==> config.mk <==
export PLATFORM = sky130hd
export DESIGN_NAME = rail_setpoint_registers
export DESIGN_NICKNAME = d
export VERILOG_FILES = /design/src/core/rail_setpoint_pkg.sv /design/src/core/blank_timer.sv /design/src/core/ramp_engine.sv /design/src/core/rail_setpoint_registers.sv
export SDC_FILE = /design/constraint.sdc
export NUM_CORES = 1
export LEC_CHECK = 0
export BUFFER_PORTS_ARGS = -buffer_cell sky130_fd_sc_hd__buf_4
export CAP_MARGIN = 10
export CORE_MARGIN = 1
export CORE_UTILIZATION = 45
export CTS_CLUSTER_DIAMETER = 50
export CTS_CLUSTER_SIZE = 20
export DETAILED_ROUTE_END_ITERATION = 8
export PLACE_DENSITY = 0.63
export SYNTH_ARGS = -nofsm -noshare
export SYNTH_HDL_FRONTEND = slang
export SYNTH_SLANG_ARGS = --single-unit
==> constraint.sdc <==
create_clock -name core_clk_i -period 6.45 [get_ports core_clk_i]
set_input_delay 1.29 -clock core_clk_i [delete_from_list [all_inputs] [get_ports core_clk_i]]
set_output_delay 1.29 -clock core_clk_i [all_outputs]
set_load 0.1 [all_outputs]
==> src/core/rail_setpoint_pkg.sv <==
package rail_setpoint_pkg;

  // register map
  localparam logic [7:0] SLEW_CONTROL_OFFSET    = 8'h1A;
  localparam logic [7:0] LINEAR_REG_OFFSET      = 8'h1B;

  // reset values
  localparam logic [7:0] SLEW_CONTROL_RESET     = 8'h06;
  localparam logic [7:0] LINEAR_REG_RESET       = 8'h1F;
  localparam logic [7:0] UNMAPPED_READ_VALUE    = 8'h00;

  // slew_control fields
  localparam int         TRIGGER_BIT            = 7;
  localparam int         AUTO_APPLY_BIT         = 6;
  localparam int         SLEW_FIELD_LSB         = 0;
  localparam int         SLEW_FIELD_W           = 3;
  localparam logic [2:0] SLEW_FIELD_RESET       = 3'h6;
  localparam logic [2:0] SLEW_FASTEST           = 3'h7;

  // linear regulator field and voltage decode
  localparam int         LINEAR_CODE_LSB        = 0;
  localparam int         LINEAR_CODE_W          = 6;
  localparam logic [5:0] LINEAR_CODE_RESET      = 6'h1F;
  localparam logic [5:0] FINE_LAST_CODE         = 6'h19;
  localparam logic [5:0] COARSE_FIRST_CODE      = 6'h1A;
  localparam int         FINE_BASE_MV           = 900;
  localparam int         FINE_STEP_MV           = 25;
  localparam int         COARSE_BASE_MV         = 1550;
  localparam int         COARSE_STEP_MV         = 50;
  localparam int         MV_W                   = 12;

  // buck set-point codes
  localparam int         BUCK_CODE_W            = 6;
  localparam logic [5:0] BUCK_OUTPUT_RESET      = 6'h00;

  // timing
  localparam int         CLK_HZ                 = 50_000_000;
  localparam int         BLANK_TIME_MS          = 5;
  localparam int         BLANK_CYCLES           = BLANK_TIME_MS * (CLK_HZ / 1000);
  localparam int         SLEW_STEP_BASE_NS      = 1000;
  localparam int         SLEW_STEP_BASE_CYCLES  = (SLEW_STEP_BASE_NS * (CLK_HZ / 1_000_000)
                                                   + 999) / 1000;
  localparam int         STEP_CNT_W             = 16;

endpackage : rail_setpoint_pkg

==> src/core/blank_timer.sv <==
`timescale 1ns/10ps
module blank_timer #(
  parameter int COUNT = rail_setpoint_pkg::BLANK_CYCLES
) (
  input  wire logic core_clk_i,
  input  wire logic resetn_i,
  input  wire logic start_i,
  output logic      blank_o
);

  localparam int CNT_W = $clog2(COUNT + 1);
  localparam logic [CNT_W-1:0] LAST = CNT_W'(COUNT - 1);

  logic [CNT_W-1:0] count;
  logic [CNT_W-1:0] next_count;
  logic             next_blank;

  // a new write restarts the full interval
  always_comb begin
    next_count = count;
    next_blank = blank_o;
    if (start_i) begin
      next_count = '0;
      next_blank = 1'b1;
    end else if (blank_o) begin
      if (count == LAST) begin
        next_blank = 1'b0;
      end else begin
        next_count = count + CNT_W'(1);
      end
    end
  end

  always_ff @(posedge core_clk_i) begin
    if (!resetn_i) begin
      count   <= '0;
      blank_o <= 1'b0;
    end else begin
      count   <= next_count;
      blank_o <= next_blank;
    end
  end

endmodule : blank_timer

==> src/core/ramp_engine.sv <==
`timescale 1ns/10ps
module ramp_engine #(
  parameter int                CODE_W    = rail_setpoint_pkg::BUCK_CODE_W,
  parameter logic [CODE_W-1:0] PRESET    = rail_setpoint_pkg::BUCK_OUTPUT_RESET,
  parameter int                STEP_BASE = rail_setpoint_pkg::SLEW_STEP_BASE_CYCLES
) (
  input  wire logic              core_clk_i,
  input  wire logic              resetn_i,
  input  wire logic              start_i,
  input  wire logic [2:0]        slew_i,
  input  wire logic [CODE_W-1:0] target_one_i,
  input  wire logic [CODE_W-1:0] target_two_i,
  output logic      [CODE_W-1:0] present_one_o,
  output logic      [CODE_W-1:0] present_two_o,
  output logic                   busy_o,
  output logic                   done_o
);

  localparam int SW = rail_setpoint_pkg::STEP_CNT_W;

  typedef enum logic [1:0] {
    IDLE = 2'b01,
    RAMP = 2'b10
  } ramp_state_t;

  ramp_state_t       state;
  ramp_state_t       next_state;
  logic [SW-1:0]     tick;
  logic [SW-1:0]     next_tick;
  logic [SW-1:0]     interval;
  logic [CODE_W-1:0] target      [2];
  logic [CODE_W-1:0] next_target [2];
  logic [CODE_W-1:0] present     [2];
  logic [CODE_W-1:0] next_present[2];
  logic [CODE_W-1:0] stepped     [2];
  logic [1:0]        reached;
  logic              next_done;

  // larger slew code steps faster; each step moves one code
  assign interval = SW'(STEP_BASE) << (rail_setpoint_pkg::SLEW_FASTEST - slew_i);

  generate
    for (genvar r = 0; r < 2; r++) begin : g_rail
      assign reached[r] = (present[r] == target[r]);
      assign stepped[r] = reached[r] ? present[r] :
                          (present[r] < target[r]) ? present[r] + CODE_W'(1)
                                                   : present[r] - CODE_W'(1);
    end
  endgenerate

  always_comb begin
    next_state   = state;
    next_tick    = tick;
    next_target  = target;
    next_present = present;
    next_done    = 1'b0;
    if (start_i) begin
      next_target[0] = target_one_i;
      next_target[1] = target_two_i;
      next_tick      = '0;
      next_state     = RAMP;
    end else begin
      case (state)
        IDLE: next_tick = '0;
        RAMP: begin
          if (&reached) begin
            next_done  = 1'b1;
            next_state = IDLE;
          end else if (tick >= interval - SW'(1)) begin
            next_tick    = '0;
            next_present = stepped;
          end else begin
            next_tick = tick + SW'(1);
          end
        end
        default: next_state = IDLE;
      endcase
    end
  end

  always_ff @(posedge core_clk_i) begin
    if (!resetn_i) begin
      state   <= IDLE;
      tick    <= '0;
      target  <= '{PRESET, PRESET};
      present <= '{PRESET, PRESET};
      done_o  <= 1'b0;
    end else begin
      state   <= next_state;
      tick    <= next_tick;
      target  <= next_target;
      present <= next_present;
      done_o  <= next_done;
    end
  end

  assign present_one_o = present[0];
  assign present_two_o = present[1];
  assign busy_o        = state[1];

endmodule : ramp_engine

==> src/core/rail_setpoint_registers.sv <==
// What this block does
// Slew pacing and triggered transitions act on the two buck converters and nothing else.
// Host clears light-load mode before lowering an unloaded buck under tight supervision.
// A 1 in slew control bit 7 ramps both bucks to their stored set-points; a 0 does nothing.
// The trigger bit clears itself when the transition ends, so later reads return 0.
// With bit 6 set, a buck set-point write starts a paced transition with no trigger.
// Slew control sits at 0x1A and resets to 0x06.
// The linear regulator register sits at 0x1B and resets to 0x1F, the 1.8 V setting.
// Writes to the linear regulator register take effect only while the password unlock holds.
// Each linear regulator write blanks over- and under-voltage monitoring for 5 ms; here a write refused while locked does not blank.
// Code 0 is 0.900 V, +25 mV per step to 19h, then 1.550 V at 1Ah and +50 mV to 3.400 V.
// Bits 2 to 0 of slew control are a read-write slew-rate field resetting to 110b.
// Reserved bits read as zero and ignore writes.
`timescale 1ns/10ps
module rail_setpoint_registers #(
  parameter int BLANK_COUNT = rail_setpoint_pkg::BLANK_CYCLES,
  parameter int STEP_BASE   = rail_setpoint_pkg::SLEW_STEP_BASE_CYCLES
) (
  input  wire logic       core_clk_i,
  input  wire logic       resetn_i,
  input  wire logic [7:0] reg_addr_i,
  input  wire logic [7:0] reg_wdata_i,
  input  wire logic       reg_wr_i,
  input  wire logic       reg_rd_i,
  output logic      [7:0] reg_rdata_o,
  input  wire logic       unlock_i,
  input  wire logic [5:0] buck_one_setpoint_i,
  input  wire logic [5:0] buck_two_setpoint_i,
  input  wire logic       buck_setpoint_wr_i,
  output logic      [5:0] buck_one_output_o,
  output logic      [5:0] buck_two_output_o,
  output logic            ramp_busy_o,
  output logic      [5:0] linear_regulator_code_o,
  output logic     [11:0] linear_regulator_mv_o,
  output logic            ldo_fault_blank_o,
  output logic            ldo_write_refused_o
);

  localparam int CW = rail_setpoint_pkg::BUCK_CODE_W;
  localparam int LW = rail_setpoint_pkg::LINEAR_CODE_W;
  localparam int MW = rail_setpoint_pkg::MV_W;

  // ---- address decode, shared by read and write paths
  function automatic logic hits(input logic [7:0] addr, input logic [7:0] offset);
    hits = (addr == offset);
  endfunction : hits

  // ---- regulator code to millivolts
  function automatic logic [11:0] code_to_mv(input logic [5:0] code);
    logic [11:0] fine;
    logic [11:0] coarse;
    fine   = 12'(rail_setpoint_pkg::FINE_BASE_MV)
           + 12'(rail_setpoint_pkg::FINE_STEP_MV) * 12'(code);
    coarse = 12'(rail_setpoint_pkg::COARSE_BASE_MV)
           + 12'(rail_setpoint_pkg::COARSE_STEP_MV)
           * 12'(code - rail_setpoint_pkg::COARSE_FIRST_CODE);
    if (code <= rail_setpoint_pkg::FINE_LAST_CODE) begin
      code_to_mv = fine;
    end else begin
      code_to_mv = coarse;
    end
  endfunction : code_to_mv

  logic           wr_slew;
  logic           wr_linear;
  logic           rd_slew;
  logic           rd_linear;

  assign wr_slew   = reg_wr_i && hits(reg_addr_i, rail_setpoint_pkg::SLEW_CONTROL_OFFSET);
  assign wr_linear = reg_wr_i && hits(reg_addr_i, rail_setpoint_pkg::LINEAR_REG_OFFSET);
  assign rd_slew   = reg_rd_i && hits(reg_addr_i, rail_setpoint_pkg::SLEW_CONTROL_OFFSET);
  assign rd_linear = reg_rd_i && hits(reg_addr_i, rail_setpoint_pkg::LINEAR_REG_OFFSET);

  // ---- slew control state
  logic           trigger;
  logic           next_trigger;
  logic           auto_apply_select;
  logic           next_auto_apply_select;
  logic [2:0]     slew_rate;
  logic [2:0]     next_slew_rate;
  logic           ramp_start;
  logic           ramp_done;
  logic           engine_busy;
  logic [CW-1:0]  engine_one;
  logic [CW-1:0]  engine_two;
  logic           trigger_set;

  // a 1 in the trigger position is the only slew control write that launches a ramp
  assign trigger_set = wr_slew && reg_wdata_i[rail_setpoint_pkg::TRIGGER_BIT];

  // auto mode also launches on buck set-point writes; the trigger still works
  assign ramp_start = trigger_set
                   || (auto_apply_select && buck_setpoint_wr_i);

  always_comb begin
    next_trigger           = trigger;
    next_auto_apply_select = auto_apply_select;
    next_slew_rate         = slew_rate;
    if (ramp_done) begin
      next_trigger = 1'b0;
    end
    // set after clear: a relaunch in the finishing cycle keeps the bit up
    if (trigger_set) begin
      next_trigger = 1'b1;
    end
    if (wr_slew) begin
      next_auto_apply_select = reg_wdata_i[rail_setpoint_pkg::AUTO_APPLY_BIT];
      next_slew_rate = reg_wdata_i[rail_setpoint_pkg::SLEW_FIELD_LSB +:
                                   rail_setpoint_pkg::SLEW_FIELD_W];
    end
  end

  always_ff @(posedge core_clk_i) begin
    if (!resetn_i) begin
      trigger           <= rail_setpoint_pkg::SLEW_CONTROL_RESET[rail_setpoint_pkg::TRIGGER_BIT];
      auto_apply_select <=
        rail_setpoint_pkg::SLEW_CONTROL_RESET[rail_setpoint_pkg::AUTO_APPLY_BIT];
      slew_rate         <= rail_setpoint_pkg::SLEW_FIELD_RESET;
    end else begin
      trigger           <= next_trigger;
      auto_apply_select <= next_auto_apply_select;
      slew_rate         <= next_slew_rate;
    end
  end

  // only the two buck rails are wired to the ramp engine
  ramp_engine #(
    .CODE_W    (CW),
    .PRESET    (rail_setpoint_pkg::BUCK_OUTPUT_RESET),
    .STEP_BASE (STEP_BASE)
  ) u_ramp (
    .core_clk_i    (core_clk_i),
    .resetn_i      (resetn_i),
    .start_i       (ramp_start),
    .slew_i        (slew_rate),
    .target_one_i  (buck_one_setpoint_i),
    .target_two_i  (buck_two_setpoint_i),
    .present_one_o (engine_one),
    .present_two_o (engine_two),
    .busy_o        (engine_busy),
    .done_o        (ramp_done)
  );

  // ---- buck outputs registered once more so every port leaves a flop here
  logic [CW-1:0]  next_buck_one;
  logic [CW-1:0]  next_buck_two;
  logic           next_ramp_busy;

  always_comb begin
    next_buck_one  = engine_one;
    next_buck_two  = engine_two;
    next_ramp_busy = engine_busy;
  end

  always_ff @(posedge core_clk_i) begin
    if (!resetn_i) begin
      buck_one_output_o <= rail_setpoint_pkg::BUCK_OUTPUT_RESET;
      buck_two_output_o <= rail_setpoint_pkg::BUCK_OUTPUT_RESET;
      ramp_busy_o       <= 1'b0;
    end else begin
      buck_one_output_o <= next_buck_one;
      buck_two_output_o <= next_buck_two;
      ramp_busy_o       <= next_ramp_busy;
    end
  end

  // ---- linear regulator state
  logic [LW-1:0]  linear_code;
  logic [LW-1:0]  next_linear_code;
  logic [MW-1:0]  next_linear_mv;
  logic           next_refused;
  logic           linear_accept;

  // a locked write is dropped whole, including its blanking side effect
  assign linear_accept = wr_linear && unlock_i;

  always_comb begin
    next_linear_code = linear_code;
    next_refused     = wr_linear && !unlock_i;
    if (linear_accept) begin
      next_linear_code = reg_wdata_i[rail_setpoint_pkg::LINEAR_CODE_LSB +: LW];
    end
    next_linear_mv = code_to_mv(next_linear_code);
  end

  always_ff @(posedge core_clk_i) begin
    if (!resetn_i) begin
      linear_code           <= rail_setpoint_pkg::LINEAR_CODE_RESET;
      linear_regulator_mv_o <= code_to_mv(rail_setpoint_pkg::LINEAR_CODE_RESET);
      ldo_write_refused_o   <= 1'b0;
    end else begin
      linear_code           <= next_linear_code;
      linear_regulator_mv_o <= next_linear_mv;
      ldo_write_refused_o   <= next_refused;
    end
  end

  assign linear_regulator_code_o = linear_code;

  // rewriting the same code still blanks: the analog side may glitch anyway
  blank_timer #(
    .COUNT (BLANK_COUNT)
  ) u_blank (
    .core_clk_i (core_clk_i),
    .resetn_i   (resetn_i),
    .start_i    (linear_accept),
    .blank_o    (ldo_fault_blank_o)
  );

  // ---- read path, data in the cycle after the strobe
  logic [7:0]     slew_view;
  logic [7:0]     linear_view;
  logic [7:0]     next_rdata;

  always_comb begin
    slew_view = 8'h00;
    slew_view[rail_setpoint_pkg::TRIGGER_BIT]    = trigger;
    slew_view[rail_setpoint_pkg::AUTO_APPLY_BIT] = auto_apply_select;
    slew_view[rail_setpoint_pkg::SLEW_FIELD_LSB +: rail_setpoint_pkg::SLEW_FIELD_W] = slew_rate;
    linear_view = 8'h00;
    linear_view[rail_setpoint_pkg::LINEAR_CODE_LSB +: LW] = linear_code;
  end

  always_comb begin
    next_rdata = rail_setpoint_pkg::UNMAPPED_READ_VALUE;
    if (rd_slew) begin
      next_rdata = slew_view;
    end else if (rd_linear) begin
      next_rdata = linear_view;
    end
  end

  always_ff @(posedge core_clk_i) begin
    if (!resetn_i) begin
      reg_rdata_o <= 8'h00;
    end else begin
      reg_rdata_o <= next_rdata;
    end
  end

endmodule : rail_setpoint_registers

==> impl_metrics.yaml, run 1 <==
floorplanning:
  die-area_um2: 15300
  core_region_area_um2: 14500
  die_h_um: 124
  die_w_um: 124
  boundaryPins: 75
  row_count: 44
  initial_core_util: 0.460
detailed_routing:
  first_iter_violations: 195
  ant_nets: 0
  vias_per_cell: 5.23
  first_pass_iters: 4
  drc: 0
  wl_mm: 15.3
  via_count: 5410
  wl_per_cell_um: 14.8
global_route:
  grt_max_degree: 43
  antenna_found_initial: 0
  track_usage: 0.213
  grt_pass1_wl_mm: 25.3
  grt_pass1_vias: 5299
  grt_overflow: 0
yosys:
  ys.warnings.count: 0
  avgSynthCellArea_um2: 8.91
  yosysSeqAreaShare: 0.321
  async_flop_share: 0
  synth.largest_area_cell: "dfxtp_1"
  ys_ff_latch: 107
  synth_edf_count: 0
  syn_inst: 750
  syn_area_um2: 6680
  synthFlopType: "dfxtp_1"
  yosys-top-cells-area: "dfxtp_1, ha_1, nor2_1"
  synth_top_area_frac: 0.321
  synth_nets: 881
  synth_cell_types: 69
power_and_ir_drop:
  total_power_mw: 1.26
  leakage_nw: 3.65
  worst_ir_drop_vdd_mv: 0.143
  powerDensity_nw_per_um2: 159
setup_path:
  timing.critical_path.buf_inv: 5
  critical_path.startpoint: "reg_addr_i[2]"
  r2r_end: "linear_regulator_mv_o[11]"
  max_stage_delay_ps: 540
  setup.worst_path.class: "input pin to flop"
  cp_max_fo: 5
  path_cells: "buf_4 > or4b_4 > nor3_1 > buf_4 > mux2i_2 > inv_1 > ha_1 > a21o_4 > xnor2_1 > ha_1 > inv_1 > fa_1 > fa_1 > inv_1 > ha_1 > or3b_2 > nand3_1 > or3b_2 > nor3_1 > xor2_1 > xnor2_1 > a211oi_2"
  rrSetupSlack_ps: 1980
  slowest_stage: "or4b_4"
  required_ps: 6740
  regToRegStartpoint: "linear_regulator_code_o[2]"
  endpoint: "linear_regulator_mv_o[11]"
  path_depth: 22
  rr_worst_depth: 17
  cp-end-kind: "flop"
  cp.arrival_ps: 6380
  path_delay_family: "adder cells"
  critical_path.startpoint_type: "input pin"
sta:
  setup_viol: 0
  fin_skew_ps: 10.1
  finalCritPeriodShare: 0.944
  final.setup.worst_slack_ps: 364
  holdWs_ps: 471
  worst_slew_pin_slew_ps: 1040
  drv_slew: 0
  maxSlewHeadroom: 0.302
  rsz0062_at_grt: "false"
  min_period_ps: 6090
  hold_viol: 0
  max_freq_mhz: 164
place:
  place_hpwl_mm: 11.9
  dp_slack_ps: -108
  place_area_um2: 7610
  gp_congestion: 0.911
  port_buffers: 74
final_layout:
  finalNetCount: 977
  final_cell_mix: "dfxtp_1, buf_4, nor2_1"
  area_growth_pct: 18.4
  antennaDiodeCount: 0
  postLayoutCoreUtil: 0.544
  layout_commonest_cell: "dfxtp_1"
  fin_area_um2: 7910
  drive_gt1_frac: 0.168
cts:
  ctsHtreeMaxLevel: 3
  cts_made_buffers: 9
  cts.sink_count: 107
  root_buffer: "clkbuf_16"
  insertion_delay_ps: 360
  cts_setup_buffers: 0
  clk_pin_slew_ps: 80
  tritoncts: "built"
  clockBufferDepth: 2
min_path:
  min-delay-path-class: "flop to flop"
  min_from: "u_ramp.state[1]"
outcome:
  outcome: "finished clean"
run:
  maxCapViolCount: 0
-- metrics by stage --
| step | setup TNS [ps] | instances |
|---|---|---|
| final | 0 | 1035 |
| after global routing | 0 | 1035 |
| after CTS | 0 | 1035 |
| after detailed placement | -108 | 1019 |
| after global placement | -9.82 | 1019 |
| after floorplan | 0 | 750 |
-- where the power goes --
group | switching (mW) | total [mW] | leakage, nW | internal, mW
sequential | 0.000543 | 0.662 | 0.862 | 0.661
clock | 0.268 | 0.536 | 0.131 | 0.268
combinational | 0.0379 | 0.0630 | 2.66 | 0.0252
total | 0.306 | 1.26 | 3.65 | 0.955
-- routing by layer --
layer,up-vias,global-route usage,share of wire
met1,2523,0.263,0.46
li1,2793,-,-
met4,0,0.0640,0.021
met5,-,0,0
met3,19,0.0417,0.028
met2,75,0.370,0.49
-- cell type report --
cell class	count	area, um2
fill	1393	6630
multi-input combinational	564	4240
sequential	107	2140
timing repair buffer	105	788
tap	184	230
clock buffer	9	225
inverter	59	221
clock inverter	7	60.1
-- registers in the layout, summed over array words and instances (netlist names), 2 cells and up --
name / count
u_blank.count: 18
u_ramp.tick: 16
linear_regulator_mv_o: 12
u_ramp.target: 12
reg_rdata_o: 8
buck_one_output_o: 6
buck_two_output_o: 6
linear_regulator_code_o: 6
u_ramp.present_one_o: 6
u_ramp.present_two_o: 6
slew_rate: 3
u_ramp.state: 2
-- timing repair --
| action | 4_1_cts | 5_1_grt |
|---|---|---|
| hold endpoints to repair | 0 | 0 |
| hold buffers | 0 | 0 |
| setup endpoints to repair | 0 | 1 |
| gates resized for setup | 0 | 4 |
-- worst min-delay path: stages, from the launching register on --
cell and delay (ps):
dfxtp_1 320, inv_1 70, nor2_1 50
-- cells by family (layout without fill, tap and decap cells) --
group | after synthesis | after routing | share of synthesized area
AO/OA/AOI/OAI | 126 | 126 | 0.126
AND/OR/NAND/NOR | 262 | 262 | 0.200
buffers and inverters | 79 | 180 | 0.0472
multiplexers | 27 | 27 | 0.0444
XOR/XNOR | 51 | 51 | 0.0669
adder cells (fa/ha/maj) | 97 | 97 | 0.194
flip-flops | 107 | 107 | 0.321
other | 1 | 1 | 0.000561
-- Yosys cell counts (2+ instances only) --
cell type    n
a2111oi_0    3
a211o_1      5
a211oi_1     5
a21o_1      21
a21oi_1     38
a31oi_1      3
and2_1      17
and3_1      12
and4_1       2
buf_2        3
buf_4        2
clkbuf_1    13
dfxtp_1    107
fa_1        11
ha_1        86
inv_1       57
mux2i_1     24
mux2i_4      2
nand2_1     34
nand2b_1    10
nand3_1     13
nand3b_1     3
nand4_1     14
nand4b_1     2
nor2_1      96
nor2b_1      6
nor3_1      16
nor3b_1      7
nor4_1       7
nor4b_1      3
o211ai_1     3
o21ai_0     22
o21ai_1      2
o21ai_2      2
o21bai_1     4
o31ai_1      3
or3_1        8
or3b_2       2
or4_1        3
xnor2_1     21
xor2_1      30
-- how the worst min path moves through the flow --
stage | slack (ps) | depth (start not counted) | endpoint
2_1_floorplan | 430 | 2 | ramp_busy_o
3_3_place_gp | 450 | 2 | u_ramp.tick[14]
3_5_place_dp | 460 | 2 | ramp_busy_o
4_1_cts | 470 | 2 | ramp_busy_o
5_1_grt | 490 | 2 | u_ramp.tick[14]
6_report | 470 | 2 | ramp_busy_o
Power figures use the tool's default switching activity.
==> run 2, diff against run 1 <==
--- a/config.mk
+++ b/config.mk
@@ -7,6 +7,7 @@
 export LEC_CHECK = 0
 export BUFFER_PORTS_ARGS = -buffer_cell sky130_fd_sc_hd__buf_4
 export CAP_MARGIN = 10
+export CORE_ASPECT_RATIO = 1.2
 export CORE_MARGIN = 1
 export CORE_UTILIZATION = 45
 export CTS_CLUSTER_DIAMETER = 50
==> run 2 against run 1 <==
  * Largest power group unchanged
  * First-iteration DRC count grew 22%
  * Utilization rose by 0.40 points
  * Critical endpoint unchanged
  * Routed wire length rose by 0.44%
  * Sequential power barely moved
==> impl_metrics.yaml, run 2 (synthesis gave the netlist of run 1 again) <==
cts:
  clockBufferDepth: 2
  root_buffer: "clkbuf_16"
  cts.sink_count: 107
  post_cts_resized: 0
  insertion_delay_ps: 360
  cts_setup_buffers: 0
  cts_made_buffers: 9
  tritoncts: "built"
  ctsHtreeMaxLevel: 3
  postCtsHoldBufs: 0
  clk_pin_slew_ps: 80
place:
  port_buffers: 74
  place_area_um2: 7580
  dp_slack_ps: -65.9
  gp_congestion: 0.914
  place_hpwl_mm: 11.8
final_layout:
  layout_commonest_cell: "dfxtp_1"
  final_cell_mix: "dfxtp_1, buf_4, nor2_1"
  drive_gt1_frac: 0.165
  largest_register: "u_blank.count"
  area_growth_pct: 18.3
  postLayoutCoreUtil: 0.548
  reg_top3: "u_blank.count: 18 flops, u_ramp.tick: 16 flops"
  antennaDiodeCount: 0
  finalNetCount: 975
  largest_register_ffs: 18
  fin_area_um2: 7900
min_path:
  hold-path-endpoint: "u_ramp.tick[14]"
  min_from: "u_ramp.tick[14]"
  min-delay-path-class: "flop to flop"
  whs_path_depth: 2
detailed_routing:
  wl_mm: 15.4
  wl_per_cell_um: 15.0
  via_count: 5498
  drc: 0
  first_iter_violations: 237
  first_pass_iters: 4
  vias_per_cell: 5.37
  ant_nets: 0
power_and_ir_drop:
  leakage_nw: 3.65
  powerDensity_nw_per_um2: 165
  worst_ir_drop_vdd_mv: 0.126
setup_path:
  setup.worst_path.class: "input pin to flop"
  rrSetupSlack_ps: 1980
  regToRegStartpoint: "linear_regulator_code_o[2]"
  r2r_end: "linear_regulator_mv_o[11]"
  path_cells: "buf_4 > or4b_4 > or3_4 > mux2i_4 > ha_1 > buf_4 > xor2_1 > ha_1 > ha_1 > fa_1 > ha_1 > o21ai_0 > nor4b_1 > or3b_2 > nor3_1 > xor2_1 > xnor2_1 > a211oi_2"
  crit_top_cell: "ha_1"
  rr_worst_depth: 18
  cp-end-kind: "flop"
  critical_path.startpoint_type: "input pin"
  cp.arrival_ps: 6360
  slowest_stage: "or4b_4"
  cp_max_fo: 6
  max_stage_delay_ps: 540
  required_ps: 6730
run:
  maxCapViolCount: 0
sta:
  finalCritPeriodShare: 0.942
  final.setup.worst_slack_ps: 377
  holdWs_ps: 469
  drv_slew: 0
  setup_viol: 0
  rsz0062_at_grt: "false"
  maxSlewHeadroom: 0.265
  fin_skew_ps: 6.78
  max_freq_mhz: 165
  min_period_ps: 6070
  worst_slew_pin_slew_ps: 1090
  hold_viol: 0
global_route:
  grt_pass1_wl_mm: 26.1
  antenna_found_initial: 0
  grt_overflow: 0
  top_usage_layer: "met2"
  use_met1: 0.252
  gr-usage-met2: 0.393
  grt_pass1_vias: 5671
  grt_max_degree: 44
  track_usage: 0.214
  global_route.usage.met3: 0.0255
floorplanning:
  row_count: 48
  boundaryPins: 75
  initial_core_util: 0.463
  die_h_um: 135
  die-area_um2: 15300
  die_w_um: 113
  core_region_area_um2: 14400
outcome:
  outcome: "finished clean"
==> run 2: changes by cell type in the layout (fill, tap and decap cells not counted), sizes merged <==
cell      before  now
bufinv         0    1
clkinvlp       3    2
buf          105  103
==> run 2: layer usage <==
metal  vias to the layer above  routed length (um)
met4                         0                 286
met1                      2625                6830
met3                        17                 274
met5                         -                   0
li1                       2786                   -
met2                        70                8010
==> run 2: worst max-delay path by stage <==
stage	start	to	depth (start not counted)
3_3_place_gp	reg_addr_i[2]	linear_regulator_mv_o[11]	20
3_5_place_dp	reg_addr_i[2]	linear_regulator_mv_o[11]	21
2_1_floorplan	reg_addr_i[2]	linear_regulator_mv_o[11]	19
6_report	reg_addr_i[2]	linear_regulator_mv_o[11]	18
4_1_cts	reg_addr_i[2]	linear_regulator_mv_o[11]	21
5_1_grt	reg_addr_i[2]	linear_regulator_mv_o[11]	22
==> run 2: metrics by stage <==
| step | cells | total power [mW] | TNS [ps] |
|---|---|---|---|
| 5_1_grt | 1024 | 1.35 | 0 |
| 6_report | 1024 | 1.30 | 0 |
| 3_3_place_gp | 1008 | 0.739 | 0 |
| 3_5_place_dp | 1008 | 0.740 | -65.9 |
| 4_1_cts | 1024 | 1.32 | 0 |
| 2_1_floorplan | 750 | 0.711 | 0 |
==> run 2: layout make-up <==
class | instances | area, um2
Tap cell | 175 | 219
Inverter | 59 | 221
Sequential cell | 107 | 2140
Fill cell | 1328 | 6510
Timing Repair Buffer | 103 | 773
Clock inverter | 7 | 83.8
Clock buffer | 9 | 225
Multi-Input combinational cell | 564 | 4240
==> run 2: where the power goes <==
part / switching (mW) / total, mW / internal, mW
registers: 0.000594 / 0.662 / 0.661
logic: 0.0380 / 0.0632 / 0.0252
clock network: 0.269 / 0.578 / 0.309
==> run 2: critical path: cells and delay by family <==
kind,cells,cell delay (ps)
and+or+nand+nor,5,1790
buffers and inverters,2,250
xor gates and xnor gates,3,600
AOI/OAI and AO/OA,2,550
muxes,1,230
adders and majority gates,5,1640
